$ cat config.mk
export PLATFORM = sky130hd
export DESIGN_NAME = led_pwm_write_only_bus_driver
export DESIGN_NICKNAME = d
export VERILOG_FILES = /design/src/inc/led_pwm_pkg.sv /design/src/inc/reg_write_if.sv /design/src/rtl/channel_pwm.sv /design/src/rtl/uf_bus_receiver.sv /design/src/rtl/led_pwm_write_only_bus_driver.sv
export VERILOG_INCLUDE_DIRS = /design/src /design/src/inc
export SDC_FILE = /design/constraint.sdc
export NUM_CORES = 1
export LEC_CHECK = 0
export ABC_AREA = 1
export BUFFER_PORTS_ARGS = -buffer_cell sky130_fd_sc_hd__buf_2
export CORE_ASPECT_RATIO = 0.9
export CORE_MARGIN = 10
export CORE_UTILIZATION = 50
export CTS_BUF_LIST = sky130_fd_sc_hd__clkbuf_8
export CTS_CLUSTER_DIAMETER = 150
export CTS_CLUSTER_SIZE = 28
export DETAILED_ROUTE_END_ITERATION = 12
export PLACE_DENSITY = 0.66
export SLEW_MARGIN = 10
export SYNTH_ARGS = -nofsm -noshare
export SYNTH_HDL_FRONTEND = slang
export SYNTH_HIERARCHICAL = 1
export SYNTH_SLANG_ARGS = --single-unit
$ cat constraint.sdc
create_clock -name core_clk -period 7.4 [get_ports core_clk]
set_input_delay 1.48 -clock core_clk [delete_from_list [all_inputs] [get_ports core_clk]]
set_output_delay 1.48 -clock core_clk [all_outputs]
set_load 0.05 [all_outputs]
$ cat src/inc/led_pwm_consts.svh
`ifndef LED_PWM_CONSTS_SVH
`define LED_PWM_CONSTS_SVH

// Clock rates, in MHz
`define CORE_CLK_MHZ        20
`define OSC_MHZ             8
// Fractional step that turns the core clock into the 8 MHz oscillator tick
`define OSC_ACC_STEP        (5'(`OSC_MHZ))
`define OSC_ACC_MOD         (5'(`CORE_CLK_MHZ))
// Oscillator ticks per blink step at the fastest blink rate
`define BLINK_PRESCALE_TICKS 2048
`define BLINK_PRESCALE_LAST (11'(`BLINK_PRESCALE_TICKS - 1))

// Register pointers
`define PTR_MODE1           7'h00
`define PTR_MODE2           7'h01
`define PTR_LEDOUT0         7'h02
`define PTR_LEDOUT3         7'h05
`define PTR_GRPPWM          7'h08
`define PTR_GRPFREQ         7'h09
`define PTR_PWM0            7'h0A
`define PTR_PWM15           7'h19
`define PTR_IREF0           7'h22
`define PTR_IREF15          7'h31
`define PTR_SUBADR1         7'h3A
`define PTR_SUBADR3         7'h3C
`define PTR_ALLCALL         7'h3D
`define PTR_STAGGER         7'h3F
`define PTR_LAST            7'h41

// Field positions
`define MODE1_AI_LSB        5
`define MODE2_OCH_BIT       3
`define MODE2_BLINK_BIT     5

// Reset values
`define MODE1_RST           8'h09
`define MODE2_RST           8'h00
`define GRPPWM_RST          8'hFF
`define SUBADR_RST          8'hEC
`define ALLCALL_RST         8'hE0

// Bus addresses and commands
`define HW_ADDR_FIXED       3'h6
`define GENERAL_CALL        7'h00
`define SOFT_RESET_BYTE     8'h06

`endif

$ cat src/inc/led_pwm_pkg.sv
package led_pwm_pkg;
   typedef enum logic [1:0] {
      CH_OFF = 2'b00,
      CH_ON  = 2'b01,
      CH_IND = 2'b10,
      CH_GRP = 2'b11
   } chan_state_t;

   typedef enum logic [2:0] {
      RX_IDLE  = 3'b000,
      RX_ADDR  = 3'b001,
      RX_CTRL  = 3'b010,
      RX_DATA  = 3'b011,
      RX_GCALL = 3'b100,
      RX_SKIP  = 3'b101
   } rx_state_t;
endpackage

$ cat src/inc/reg_write_if.sv
`timescale 1ns/10ps
interface reg_write_if;
   logic            wr_pulse;
   logic [6:0]      wr_addr;
   logic [7:0]      wr_data;
   logic            stop_pulse;
   logic            soft_reset;
   logic [1:0]      ai_mode;
   logic [3:0]      addr_en;
   logic [2:0][7:0] sub_addr;
   logic [7:0]      allcall_addr;

   modport rx (output wr_pulse, wr_addr, wr_data, stop_pulse, soft_reset,
               input  ai_mode, addr_en, sub_addr, allcall_addr);
   modport regs (input  wr_pulse, wr_addr, wr_data, stop_pulse, soft_reset,
                 output ai_mode, addr_en, sub_addr, allcall_addr);
endinterface

$ cat src/rtl/channel_pwm.sv
`timescale 1ns/10ps
module channel_pwm #(
   parameter logic [3:0] CH = 4'h0
) (
   // Clock and reset
   input  wire logic                     core_clk,
   input  wire logic                     rst,
   // Timebase and settings
   input  wire logic [7:0]               pwm_cnt,
   input  wire logic [7:0]               duty,
   input  wire logic [7:0]               stagger,
   input  wire led_pwm_pkg::chan_state_t state,
   input  wire logic                     grp_on,
   input  wire logic                     shutdown,
   // Sink drive
   output logic                          sink_on
);
   logic [11:0] shift;
   logic [7:0]  phase;
   logic        ind_on;
   logic        next_sink_on;

   // Phase shifted by channel index times stagger
   assign shift  = 12'(CH) * 12'(stagger);
   assign phase  = pwm_cnt - shift[7:0];
   assign ind_on = phase < duty;

   // Output state select
   always_comb begin
      unique case (state)
         led_pwm_pkg::CH_OFF: next_sink_on = 1'b0;
         led_pwm_pkg::CH_ON:  next_sink_on = 1'b1;
         led_pwm_pkg::CH_IND: next_sink_on = ind_on;
         led_pwm_pkg::CH_GRP: next_sink_on = ind_on & grp_on;
      endcase
      if (shutdown) begin
         next_sink_on = 1'b0;
      end
   end

   // Registered, off from reset
   always_ff @(posedge core_clk) begin
      if (rst) begin
         sink_on <= 1'b0;
      end else begin
         sink_on <= next_sink_on;
      end
   end
endmodule

$ cat src/rtl/uf_bus_receiver.sv
`timescale 1ns/10ps
`include "led_pwm_consts.svh"
module uf_bus_receiver (
   // Clock and reset
   input  wire logic       core_clk,
   input  wire logic       rst,
   // Bus pins
   input  wire logic       scl_pin,
   input  wire logic       sda_pin,
   input  wire logic [3:0] hw_addr_pin,
   // Register write side
   reg_write_if.rx         wr
);
   logic [1:0] scl_sync, sda_sync;
   logic [3:0] hw_s1, hw_s2;
   logic       scl_d, sda_d, scl_f, sda_f, scl_fd, sda_fd;
   logic       next_scl_f, next_sda_f;
   logic       scl_rise, start_det, stop_det;
   led_pwm_pkg::rx_state_t state, next_state;
   logic [3:0] bit_cnt, next_bit_cnt;
   logic [7:0] shreg, next_shreg;
   logic [6:0] ptr, next_ptr;
   logic       pointer_autoinc_flag, next_aif;
   logic       next_wr_pulse, next_stop_pulse, next_soft_reset;
   logic [6:0] next_wr_addr;
   logic [7:0] next_wr_data;
   logic       addr_hit;

   // Two-stage synchronisers, then a one-sample stability filter
   always_comb begin
      next_scl_f = (scl_sync[1] == scl_d) ? scl_sync[1] : scl_f; // [RULE_19]
      next_sda_f = (sda_sync[1] == sda_d) ? sda_sync[1] : sda_f; // [RULE_19]
   end

   always_ff @(posedge core_clk) begin
      if (rst) begin
         scl_sync <= 2'h3;
         sda_sync <= 2'h3;
         hw_s1    <= 4'h0;
         hw_s2    <= 4'h0;
         scl_d    <= 1'b1;
         sda_d    <= 1'b1;
         scl_f    <= 1'b1;
         sda_f    <= 1'b1;
         scl_fd   <= 1'b1;
         sda_fd   <= 1'b1;
      end else begin
         scl_sync <= {scl_sync[0], scl_pin};
         sda_sync <= {sda_sync[0], sda_pin};
         hw_s1    <= hw_addr_pin;
         hw_s2    <= hw_s1;
         scl_d    <= scl_sync[1];
         sda_d    <= sda_sync[1];
         scl_f    <= next_scl_f;
         sda_f    <= next_sda_f;
         scl_fd   <= scl_f;
         sda_fd   <= sda_f;
      end
   end

   // Line events on filtered levels
   assign scl_rise  = scl_f & ~scl_fd;
   assign start_det = scl_f & scl_fd & sda_fd & ~sda_f;
   assign stop_det  = scl_f & scl_fd & ~sda_fd & sda_f;

   // Address match: pins, enabled sub calls, all call
   assign addr_hit = (shreg[7:1] == {`HW_ADDR_FIXED, hw_s2})                        // [RULE_09]
                   | (wr.addr_en[3] & (shreg[7:1] == wr.sub_addr[0][7:1]))         // [RULE_10]
                   | (wr.addr_en[2] & (shreg[7:1] == wr.sub_addr[1][7:1]))         // [RULE_10]
                   | (wr.addr_en[1] & (shreg[7:1] == wr.sub_addr[2][7:1]))         // [RULE_10]
                   | (wr.addr_en[0] & (shreg[7:1] == wr.allcall_addr[7:1]));       // [RULE_10]

   // Byte framing and pointer handling
   always_comb begin
      next_state      = state;
      next_bit_cnt    = bit_cnt;
      next_shreg      = shreg;
      next_ptr        = ptr;
      next_aif        = pointer_autoinc_flag;
      next_wr_pulse   = 1'b0;
      next_wr_addr    = wr.wr_addr;
      next_wr_data    = wr.wr_data;
      next_stop_pulse = 1'b0;
      next_soft_reset = 1'b0;
      if (stop_det) begin
         next_state      = led_pwm_pkg::RX_IDLE;
         next_stop_pulse = 1'b1;
      end else if (start_det) begin
         next_state   = led_pwm_pkg::RX_ADDR;
         next_bit_cnt = 4'h0;
      end else if (scl_rise && state != led_pwm_pkg::RX_IDLE) begin
         if (bit_cnt != 4'h8) begin
            next_shreg   = {shreg[6:0], sda_f};
            next_bit_cnt = bit_cnt + 4'h1;
         end else begin
            // Ninth bit is driven high by the master; no acknowledge here
            next_bit_cnt = 4'h0; // [RULE_08]
            unique case (state)
               led_pwm_pkg::RX_ADDR: begin
                  if (shreg[0]) begin
                     next_state = led_pwm_pkg::RX_SKIP; // [RULE_21] [RULE_06]
                  end else if (shreg[7:1] == `GENERAL_CALL) begin
                     next_state = led_pwm_pkg::RX_GCALL;
                  end else if (addr_hit) begin
                     next_state = led_pwm_pkg::RX_CTRL;
                  end else begin
                     next_state = led_pwm_pkg::RX_SKIP;
                  end
               end
               led_pwm_pkg::RX_CTRL: begin
                  next_aif   = shreg[7]; // [RULE_22]
                  next_ptr   = shreg[6:0]; // [RULE_22]
                  next_state = led_pwm_pkg::RX_DATA;
               end
               led_pwm_pkg::RX_DATA: begin
                  next_wr_pulse = 1'b1;
                  next_wr_addr  = ptr;
                  next_wr_data  = shreg;
                  if (pointer_autoinc_flag) begin
                     unique case (wr.ai_mode)
                        2'h0: next_ptr = (ptr >= `PTR_LAST) ? 7'h00 : ptr + 7'h01;
                        2'h1: next_ptr = (ptr >= `PTR_PWM15) ? `PTR_PWM0 : ptr + 7'h01;
                        2'h2: next_ptr = (ptr >= `PTR_IREF15) ? 7'h00 : ptr + 7'h01;
                        2'h3: next_ptr = (ptr >= `PTR_PWM15) ? `PTR_GRPPWM : ptr + 7'h01;
                     endcase
                  end
               end
               led_pwm_pkg::RX_GCALL: begin
                  next_soft_reset = (shreg == `SOFT_RESET_BYTE); // [RULE_12]
                  next_state      = led_pwm_pkg::RX_SKIP;
               end
               default: next_state = led_pwm_pkg::RX_SKIP;
            endcase
         end
      end
   end

   always_ff @(posedge core_clk) begin
      if (rst) begin
         state         <= led_pwm_pkg::RX_IDLE;
         bit_cnt       <= 4'h0;
         shreg         <= 8'h00;
         ptr           <= 7'h00;
         pointer_autoinc_flag           <= 1'b1;
         wr.wr_pulse   <= 1'b0;
         wr.wr_addr    <= 7'h00;
         wr.wr_data    <= 8'h00;
         wr.stop_pulse <= 1'b0;
         wr.soft_reset <= 1'b0;
      end else begin
         state         <= next_state;
         bit_cnt       <= next_bit_cnt;
         shreg         <= next_shreg;
         ptr           <= next_ptr;
         pointer_autoinc_flag           <= next_aif;
         wr.wr_pulse   <= next_wr_pulse;
         wr.wr_addr    <= next_wr_addr;
         wr.wr_data    <= next_wr_data;
         wr.stop_pulse <= next_stop_pulse;
         wr.soft_reset <= next_soft_reset;
      end
   end
endmodule

$ cat src/rtl/led_pwm_write_only_bus_driver.sv
`timescale 1ns/10ps
`include "led_pwm_consts.svh"
// Operation
// [RULE_01] Each channel has an 8-bit PWM at 31.25 kHz, duty 0 to 255/256.
// [RULE_02] Group PWM dims at 122 Hz in 256 steps, full brightness after reset.
// [RULE_03] Blink mode: group period 15 Hz down to 16.8 s, 256-step duty.
// [RULE_04] Each channel is off, on, individual PWM, or individual and group PWM.
// [RULE_05] Channel brightness is linear in 256 steps and starts fully off.
// [RULE_06] Bus slave only receives writes; nothing is readable.
// [RULE_07] Output states change at each ninth bit or at STOP; STOP is default.
// [RULE_08] Master drives the ninth bit high itself; slave never acknowledges.
// [RULE_09] Four address pins form the regular slave address, sixteen devices per bus.
// [RULE_10] Group call and three sub call addresses, each enabled separately.
// [RULE_11] First sub call address is enabled after reset with the 16-channel value.
// [RULE_12] Soft reset call over the bus equals power-on reset.
// [RULE_13] Programmable stagger delays channel turn-on to limit surge current.
// [RULE_14] An 8-bit linear setting scales the channel sink current.
// [RULE_15] Logic and PWM timing run from an 8 MHz oscillator rate.
// [RULE_16] Low level on the reset pin resets the device.
// [RULE_17] Overtemperature shuts all channel outputs off.
// [RULE_18] Channel outputs stay off and glitch-free from power-up.
// [RULE_19] Serial clock and data pass a noise filter before protocol logic.
// [RULE_20] Bus accepts transfers up to 5 MHz bit rate.
// [RULE_21] Last address bit must be zero; read requests are ignored.
// [RULE_22] First data byte is the pointer: seven bits address, top bit auto-increment.
// [RULE_23] Combined state drives only while individual and group PWM are both active.
module led_pwm_write_only_bus_driver (
   // Clock and reset
   input  wire logic              core_clk,
   input  wire logic              rst_n,
   // Serial bus
   input  wire logic              serial_clock_line,
   input  wire logic              serial_data_line,
   // Hardware address straps
   input  wire logic              hw_addr_pin_0,
   input  wire logic              hw_addr_pin_1,
   input  wire logic              hw_addr_pin_2,
   input  wire logic              hw_addr_pin_3,
   // Thermal sensor
   input  wire logic              overtemp_detect,
   // Channel drive
   output logic [15:0]            channel_sink_output,
   output logic [15:0][7:0]       sink_current_setting
);
   reg_write_if wr ();

   logic             rst;
   logic [1:0]       ot_sync;
   logic             shutdown;
   logic [7:0]       mode1, next_mode1;
   logic [7:0]       mode2, next_mode2;
   logic [31:0]      ledout_sh, next_ledout_sh;
   logic [31:0]      ledout_act, next_ledout_act;
   logic [7:0]       grppwm, next_grppwm;
   logic [7:0]       grpfreq, next_grpfreq;
   logic [15:0][7:0] pwm_duty, next_pwm_duty;
   logic [15:0][7:0] next_iref;
   logic [2:0][7:0]  sub_addr, next_sub_addr;
   logic [7:0]       allcall_addr, next_allcall_addr;
   logic [7:0]       stagger, next_stagger;
   logic [4:0]       osc_acc, next_osc_acc;
   logic             osc_tick;
   logic [7:0]       pwm_cnt, next_pwm_cnt;
   logic [10:0]      blink_pre, next_blink_pre;
   logic [7:0]       freq_div, next_freq_div;
   logic [7:0]       grp_cnt, next_grp_cnt;
   logic             grp_on, next_grp_on;
   logic             grp_step;

   // Pin reset or bus soft reset
   assign rst = ~rst_n | wr.soft_reset; // [RULE_16] [RULE_12]

   // Overtemperature input synchroniser
   always_ff @(posedge core_clk) begin
      if (rst) begin
         ot_sync <= 2'h0;
      end else begin
         ot_sync <= {ot_sync[0], overtemp_detect};
      end
   end
   assign shutdown = ot_sync[1]; // [RULE_17]

   // Bus receiver
   uf_bus_receiver u_rx (
      .core_clk    (core_clk),
      .rst         (rst),
      .scl_pin     (serial_clock_line), // [RULE_20]
      .sda_pin     (serial_data_line),
      .hw_addr_pin ({hw_addr_pin_3, hw_addr_pin_2, hw_addr_pin_1, hw_addr_pin_0}),
      .wr          (wr.rx)
   );

   // Configuration fed back to the receiver
   assign wr.ai_mode      = mode1[`MODE1_AI_LSB +: 2];
   assign wr.addr_en      = mode1[3:0];
   assign wr.sub_addr     = sub_addr;
   assign wr.allcall_addr = allcall_addr;

   // Register writes from the bus
   always_comb begin
      logic [3:0] pidx;
      logic [3:0] iidx;
      logic [1:0] lidx;
      logic [1:0] sidx;
      pidx              = 4'(wr.wr_addr - `PTR_PWM0);
      iidx              = 4'(wr.wr_addr - `PTR_IREF0);
      lidx              = 2'(wr.wr_addr - `PTR_LEDOUT0);
      sidx              = 2'(wr.wr_addr - `PTR_SUBADR1);
      next_mode1        = mode1;
      next_mode2        = mode2;
      next_ledout_sh    = ledout_sh;
      next_grppwm       = grppwm;
      next_grpfreq      = grpfreq;
      next_pwm_duty     = pwm_duty;
      next_iref         = sink_current_setting;
      next_sub_addr     = sub_addr;
      next_allcall_addr = allcall_addr;
      next_stagger      = stagger;
      if (wr.wr_pulse) begin
         if (wr.wr_addr == `PTR_MODE1) begin
            next_mode1 = wr.wr_data;
         end
         if (wr.wr_addr == `PTR_MODE2) begin
            next_mode2 = wr.wr_data;
         end
         if (wr.wr_addr >= `PTR_LEDOUT0 && wr.wr_addr <= `PTR_LEDOUT3) begin
            next_ledout_sh[8*lidx +: 8] = wr.wr_data;
         end
         if (wr.wr_addr == `PTR_GRPPWM) begin
            next_grppwm = wr.wr_data;
         end
         if (wr.wr_addr == `PTR_GRPFREQ) begin
            next_grpfreq = wr.wr_data;
         end
         if (wr.wr_addr >= `PTR_PWM0 && wr.wr_addr <= `PTR_PWM15) begin
            next_pwm_duty[pidx] = wr.wr_data; // [RULE_05]
         end
         if (wr.wr_addr >= `PTR_IREF0 && wr.wr_addr <= `PTR_IREF15) begin
            next_iref[iidx] = wr.wr_data; // [RULE_14]
         end
         if (wr.wr_addr >= `PTR_SUBADR1 && wr.wr_addr <= `PTR_SUBADR3) begin
            next_sub_addr[sidx] = wr.wr_data; // [RULE_10]
         end
         if (wr.wr_addr == `PTR_ALLCALL) begin
            next_allcall_addr = wr.wr_data; // [RULE_10]
         end
         if (wr.wr_addr == `PTR_STAGGER) begin
            next_stagger = wr.wr_data; // [RULE_13]
         end
      end
   end

   // Output state commit: per byte or at STOP
   always_comb begin
      next_ledout_act = ledout_act;
      if (mode2[`MODE2_OCH_BIT]) begin
         if (wr.wr_pulse) begin
            next_ledout_act = next_ledout_sh; // [RULE_07]
         end
      end else if (wr.stop_pulse) begin
         next_ledout_act = ledout_sh; // [RULE_07]
      end
   end

   // Configuration registers
   always_ff @(posedge core_clk) begin
      if (rst) begin
         mode1                <= `MODE1_RST; // [RULE_11]
         mode2                <= `MODE2_RST;
         ledout_sh            <= 32'h0000_0000;
         ledout_act           <= 32'h0000_0000; // [RULE_18]
         grppwm               <= `GRPPWM_RST; // [RULE_02]
         grpfreq              <= 8'h00;
         pwm_duty             <= '0; // [RULE_05]
         sink_current_setting <= '0;
         sub_addr             <= {3{`SUBADR_RST}}; // [RULE_11]
         allcall_addr         <= `ALLCALL_RST;
         stagger              <= 8'h00;
      end else begin
         mode1                <= next_mode1;
         mode2                <= next_mode2;
         ledout_sh            <= next_ledout_sh;
         ledout_act           <= next_ledout_act;
         grppwm               <= next_grppwm;
         grpfreq              <= next_grpfreq;
         pwm_duty             <= next_pwm_duty;
         sink_current_setting <= next_iref;
         sub_addr             <= next_sub_addr;
         allcall_addr         <= next_allcall_addr;
         stagger              <= next_stagger;
      end
   end

   // Oscillator tick, group step and group comparator
   always_comb begin
      logic [5:0] acc_sum;
      acc_sum        = {1'b0, osc_acc} + {1'b0, `OSC_ACC_STEP};
      osc_tick       = acc_sum >= {1'b0, `OSC_ACC_MOD}; // [RULE_15]
      next_osc_acc   = osc_tick ? 5'(acc_sum - {1'b0, `OSC_ACC_MOD}) : acc_sum[4:0];
      next_pwm_cnt   = osc_tick ? pwm_cnt + 8'h01 : pwm_cnt; // [RULE_01]
      next_blink_pre = osc_tick ? blink_pre + 11'h001 : blink_pre;
      next_freq_div  = freq_div;
      if (mode2[`MODE2_BLINK_BIT]) begin
         grp_step = 1'b0;
         if (osc_tick && blink_pre == `BLINK_PRESCALE_LAST) begin
            if (freq_div >= grpfreq) begin
               next_freq_div = 8'h00;
               grp_step      = 1'b1; // [RULE_03]
            end else begin
               next_freq_div = freq_div + 8'h01;
            end
         end
      end else begin
         grp_step = osc_tick && pwm_cnt == 8'hFF; // [RULE_02]
      end
      next_grp_cnt = grp_step ? grp_cnt + 8'h01 : grp_cnt;
      next_grp_on  = grp_cnt < grppwm; // [RULE_02] [RULE_03]
   end

   always_ff @(posedge core_clk) begin
      if (rst) begin
         osc_acc   <= 5'h00;
         pwm_cnt   <= 8'h00;
         blink_pre <= 11'h000;
         freq_div  <= 8'h00;
         grp_cnt   <= 8'h00;
         grp_on    <= 1'b0;
      end else begin
         osc_acc   <= next_osc_acc;
         pwm_cnt   <= next_pwm_cnt;
         blink_pre <= next_blink_pre;
         freq_div  <= next_freq_div;
         grp_cnt   <= next_grp_cnt;
         grp_on    <= next_grp_on;
      end
   end

   // Sixteen channel output stages
   for (genvar g = 0; g < 16; g++) begin : gen_ch
      channel_pwm #(
         .CH (4'(g))
      ) u_ch (
         .core_clk (core_clk),
         .rst      (rst),
         .pwm_cnt  (pwm_cnt), // [RULE_01]
         .duty     (pwm_duty[g]),
         .stagger  (stagger), // [RULE_13]
         .state    (led_pwm_pkg::chan_state_t'(ledout_act[2*g +: 2])), // [RULE_04] [RULE_23]
         .grp_on   (grp_on),
         .shutdown (shutdown), // [RULE_17]
         .sink_on  (channel_sink_output[g])
      );
   end
endmodule

### After elaboration in Yosys (flattened, before gate mapping)

Cells that the tools add are included.

| cells by class | value |
|---|---|
| reductions and logical operators | 56 |
| eq/ne operators | 75 |
| $add $sub $neg | 28 |
| $lt $le $gt $ge | 36 |
| multiplexer cells | 55 |
| bitwise operators | 41 |
| shifts and indexed selects | 2 |
| multipliers | 11 |

Operators by type and width:

| operator | count |
|---|---|
| $bwmux 128 | 2 |
| $mux 32 | 5 |
| $lt 8x8->1 | 17 |
| $sub 8x8->8 | 15 |
| $eq 2x2->1 const B | 34 |
| $demux 8 s4 | 2 |
| $pmux 1 s4 | 16 |
| $eq 7x7->1 | 5 |
| $mux 7 | 5 |
| $eq 2x1->1 const B | 17 |
| $logic_not 2->1 | 17 |
| $neg 5->34 | 1 |
| $shift 8x34->32 const A | 1 |
| $shiftx 8x34->32 | 1 |
| $bwmux 32 | 1 |
| $mul 4x8->8 const A | 4 |
| $mux 8 | 4 |
| $pmux 7 s4 | 1 |
| $and 1x1->1 | 26 |
| $add 8x1->8 const B | 3 |
| $bwmux 24 | 1 |
| $reduce_and 2->1 | 12 |
| $ge 7x6->1 const B | 3 |
| $demux 8 s2 | 1 |
| 58 further kinds | 110 |

| storage, ports and cells | value |
|---|---|
| word-level logic and storage cells | 391 |
| output and inout port bits | 144 |
| bits in registers | 507 |
| input bits | 9 |

### Longest topological paths before layout

| logic depth | value |
|---|---|
| depth after elaboration | 13 |
| depth in mapped cells | 21 |

### Cells and area by module

The synthesis kept the hierarchy.

By module, submodules not included:

| module | sequential area each (µm²) | area each (µm²) | cells each | times used |
|---|---|---|---|---|
| led_pwm_write_only_bus_driver | 8508.2 | 17257.8 | 2254 | 1 |
| uf_bus_receiver | 1181.1 | 3012.9 | 431 | 1 |
| channel_pwm at gen_ch[15].u_ch | 20.0 | 1009.7 | 143 | 1 |
| channel_pwm at gen_ch[7].u_ch | 20.0 | 927.1 | 132 | 1 |
| channel_pwm at gen_ch[13].u_ch | 20.0 | 924.6 | 127 | 1 |
| channel_pwm at gen_ch[11].u_ch | 20.0 | 894.6 | 122 | 1 |
| channel_pwm at gen_ch[9].u_ch | 20.0 | 845.8 | 117 | 1 |
| channel_pwm at gen_ch[14].u_ch | 20.0 | 823.3 | 128 | 1 |
| channel_pwm at gen_ch[5].u_ch | 20.0 | 799.5 | 116 | 1 |
| channel_pwm at gen_ch[3].u_ch | 20.0 | 723.2 | 109 | 1 |
| channel_pwm at gen_ch[10].u_ch | 20.0 | 708.2 | 108 | 1 |
| channel_pwm at gen_ch[6].u_ch | 20.0 | 699.4 | 106 | 1 |
| channel_pwm at gen_ch[12].u_ch | 20.0 | 631.9 | 99 | 1 |
| channel_pwm at gen_ch[1].u_ch | 20.0 | 565.5 | 92 | 1 |
| 4 more rows | - | - | - | - |

### Worst setup path before layout

Ideal clock, no wire load.

| path | value |
|---|---|
| kind | register to register |
| start | reg stagger[1] |
| end | reg gen_ch[15].u_ch.sink_on |
| path slack | 2.852 ns |
| arrival | 4.478 ns |
| library setup time | 0.070 ns |
| cell stages (with the launch flop) | 18 |
| data required time | 7.330 ns |
| buffers on the path | 0 |
| cell sequence | dfxtp_1 inv_1 fa_1 inv_1 fa_1 fa_1 inv_1 ha_1 a21oi_1 o21ai_0 a21oi_1 nand3b_1 nand2_1 inv_1 ha_1 a221oi_1 nand2_1 a21oi_1 |

| between the ends | value |
|---|---|
| longest elaborated chain between the ends | 5 |

Ends and longest elaborated chain:

| item | line | RTL |
|---|---|---|
| start: declaration | led_pwm_write_only_bus_driver.sv:60 | `logic [7:0] stagger, next_stagger;` |
| start signal: assignment | led_pwm_write_only_bus_driver.sv:190 | `stagger <= next_stagger;` |
| $mul 4x8->8 (*) | channel_pwm.sv:24 | `assign shift = 12'(CH) * 12'(stagger);` |
| $sub 8x8->8 (*) | channel_pwm.sv:25 | `assign phase = pwm_cnt - shift[7:0];` |
| $lt 8x8->1 (*) | channel_pwm.sv:26 | `assign ind_on = phase < duty;` |
| $and 1x1->1 | channel_pwm.sv:34 | `led_pwm_pkg::CH_GRP: next_sink_on = ind_on & grp_on;` |
| $pmux 1 s4 (*) | channel_pwm.sv:30 | `unique case (state)` |
| end signal: assignment | channel_pwm.sv:46 | `sink_on <= next_sink_on;` |
| end: declaration | channel_pwm.sv:16 | `output logic sink_on` |

Mark *: on every way between the ends. The rest lies on a longest branch, timed or not.
A chain may end at the register's enable or synchronous reset.

### Final worst setup path

Ends and elaborated chain as after synthesis.

==> results.sh <==
export IMPL_seq_power_share_pct=59.2
export IMPL_placed_cell_area_um2=32700
export IMPL_dieWidth_um=284
export IMPL_io_buffer_count=152
export IMPL_grt_max_degree=116
export IMPL_cts_made_buffers=21
export IMPL_antenna_cells=0
export IMPL_setup_tns_ns=0
export IMPL_switchingPower_mw=1.36
export IMPL_instances_no_fill=5230
export IMPL_startpoint="stagger[1]$_SDFFE_PP0P_"
export IMPL_cts_sinks=496
export IMPL_antenna_found_initial=4
export IMPL_swShare_pct=29.7
export IMPL_fin_area_um2=33000
export IMPL_relSlewSlack_pct=28.7
export IMPL_start_util_pct=50.8
export IMPL_min_path_type="reg2reg"
export IMPL_postSynthCellCount=4324
export IMPL_hold_viol_final=0
export IMPL_regArea_um2=9950
export IMPL_clock_power_share_pct=24.6
export IMPL_drt_wl_total_um=84300
export IMPL_vdd_drop_max_mv=0.188
export IMPL_syn_area_per_cell_um2=7.24
export IMPL_drv_slew=0
export IMPL_p_int_mw=3.22
export IMPL_vias_per_cell=5.08
export IMPL_drv_cap=0
export IMPL_fin_crit_sh_pct=64.3
export IMPL_die_area_um2=73000
export IMPL_final_fill_count=6130
export IMPL_cts_setup_buffers=0
export IMPL_postCtsResizedCells=0
export IMPL_timing_rr_start="stagger[1]$_SDFFE_PP0P_"
export IMPL_cp_arrival_ns=5.41
export IMPL_combPwrFrac_pct=16.2
export IMPL_multiInputGateArea_um2=17600
export IMPL_fin_ws_ns=2.64
export IMPL_clock_path_buffers=3
export IMPL_vias=26600
export IMPL_hpwl_um=57400
export IMPL_core_area_um2=61700
export IMPL_skew_ns=0.0345
export IMPL_synth_nets=4704
export IMPL_row_count=86
export IMPL_cp_start_kind="flip-flop"
export IMPL_worstSetupPathType="reg2reg"
export IMPL_power_density_nw_per_um2=139
export IMPL_h_tree_depth=1
export IMPL_worst_pin_slew_ns=1.07
export IMPL_fp_dieH_um=257
export IMPL_clk_latency_ns=0.70
export IMPL_crit_required_ns=8.05
export IMPL_pin_count=153
export IMPL_cts_hold_buf=0
export IMPL_ctsRootBufferMaster="clkbuf_8"
export IMPL_ant_nets=0
export IMPL_setup_viol=0
export IMPL_grt_usage_pct=22.4
export IMPL_critPathMaxFanout=34
export IMPL_min_period_ns=4.76
export IMPL_holdCritStartpoint="u_rx/hw_s1[2]$_SDFF_PP0_"
export IMPL_grt_ovfl_total=0
export IMPL_status="finished, final reports clean"
export IMPL_firstDrtPassIters=5
export IMPL_wl_per_cell_um=16.1
export IMPL_yosysWarnings=6
export IMPL_end_kind="flip-flop"
export IMPL_grt_pass1_wl_um=134000
export IMPL_place_ws_ns=2.70
export IMPL_dp_cells=5206
export IMPL_rsz0062_at_grt="false"
export IMPL_drt_iter0_drc=1842
export IMPL_cts_tree="yes"
export IMPL_path_clk_slew_ns=0.18
export IMPL_cellLeakagePower_nw=15.4
export IMPL_gp_congestion=0.835
export IMPL_holdWs_ns=0.416
export IMPL_area_growth_pct=5.45
export IMPL_max_freq_mhz=210
export IMPL_drc_errors=0
export IMPL_grt_pass1_vias=24500
export IMPL_synth_area_um2=31300
export IMPL_layout_drive_gt1_share_pct=8.01
export IMPL_final_nets=4773
## registers in the layout (all words and copies together), names as in the netlist, 11 cells and up
name,count
gen_ch.u_ch/sink_on,16
sub_addr,21
blink_pre,11
pwm_duty,128
ledout_sh,32
sink_current_setting,128
ledout_act,32
## metal layers
layer | vias up | wire length (um) | track usage [%] | part of all wire, %
met5 | - | 12 | 0 | 0.014
met4 | 2 | 1620 | 4.18 | 1.9
met3 | 103 | 4140 | 2.38 | 4.9
met2 | 540 | 38400 | 37.6 | 46
met1 | 12100 | 40100 | 30.9 | 48
li1 | 13800 | - | - | -
## cell type report
class	instances	area share [%]
timing repair buffer	185	3.05
clock inverter	3	0.0606
clock buffer	21	0.876
inverter	817	9.36
multi-input combinational	2872	53.4
sequential	496	30.1
tap	836	3.17
## path summary, 6_finish.rpt
kind | end | slack, ns | cells past startpoint
max | gen_ch[15].u_ch/sink_on$_SDFF_PP0_ | 2.64 | 17
min | u_rx/hw_s2[2]$_SDFF_PP0_ | 0.42 | 2
max reg2reg | gen_ch[15].u_ch/sink_on$_SDFF_PP0_ | 2.64 | 17
min reg2reg | u_rx/hw_s2[2]$_SDFF_PP0_ | 0.42 | 2
## critical path, stage by stage, from the launching register on
cell      delay, ns
dfxtp_2        1.05
inv_1          0.31
fa_1           0.60
inv_1          0.05
fa_1           0.48
fa_1           0.51
inv_1          0.04
ha_1           0.33
a21oi_1        0.15
o21ai_0        0.08
a21oi_1        0.15
nand3b_1       0.13
nand2_1        0.05
inv_1          0.05
ha_1           0.23
a221oi_1       0.29
nand2_1        0.08
a21oi_1        0.11
## stage by stage
stage | power, mW | util [%]
6_report | 4.58 | 53.5
3_3_place_gp | 3.51 | 53.0
4_1_cts | 4.64 | 53.5
5_1_grt | 4.84 | 53.5
3_5_place_dp | 3.52 | 53.0
2_1_floorplan | 3.33 | -
## power groups by stage
stage	registers, mW	logic [mW]	clock network, mW
finish	2.71	0.743	1.13
global placement	2.77	0.735	0
floorplan	2.79	0.537	0
global route	2.72	0.880	1.24
detailed placement	2.77	0.750	0
CTS	2.72	0.754	1.17
## layout by cell type (no fill, tap or decap), types with 14 or more instances in the layout
master and n:
a21oi_1 367, a21oi_2 17, a31oi_1 22, buf_2 152, buf_4 33, clkbuf_8 21
dfxtp_1 485, fa_1 72, ha_1 299, inv_1 778, inv_2 20, nand2_1 655
nand3_1 146, nand3_2 16, nand4_1 57, nor2_1 490, nor2_2 14, nor3_1 23
o211ai_1 36, o21ai_0 368, o21ai_1 37, xnor2_1 74, xor2_1 76
Note: power is estimated with default switching activity, not from simulation.
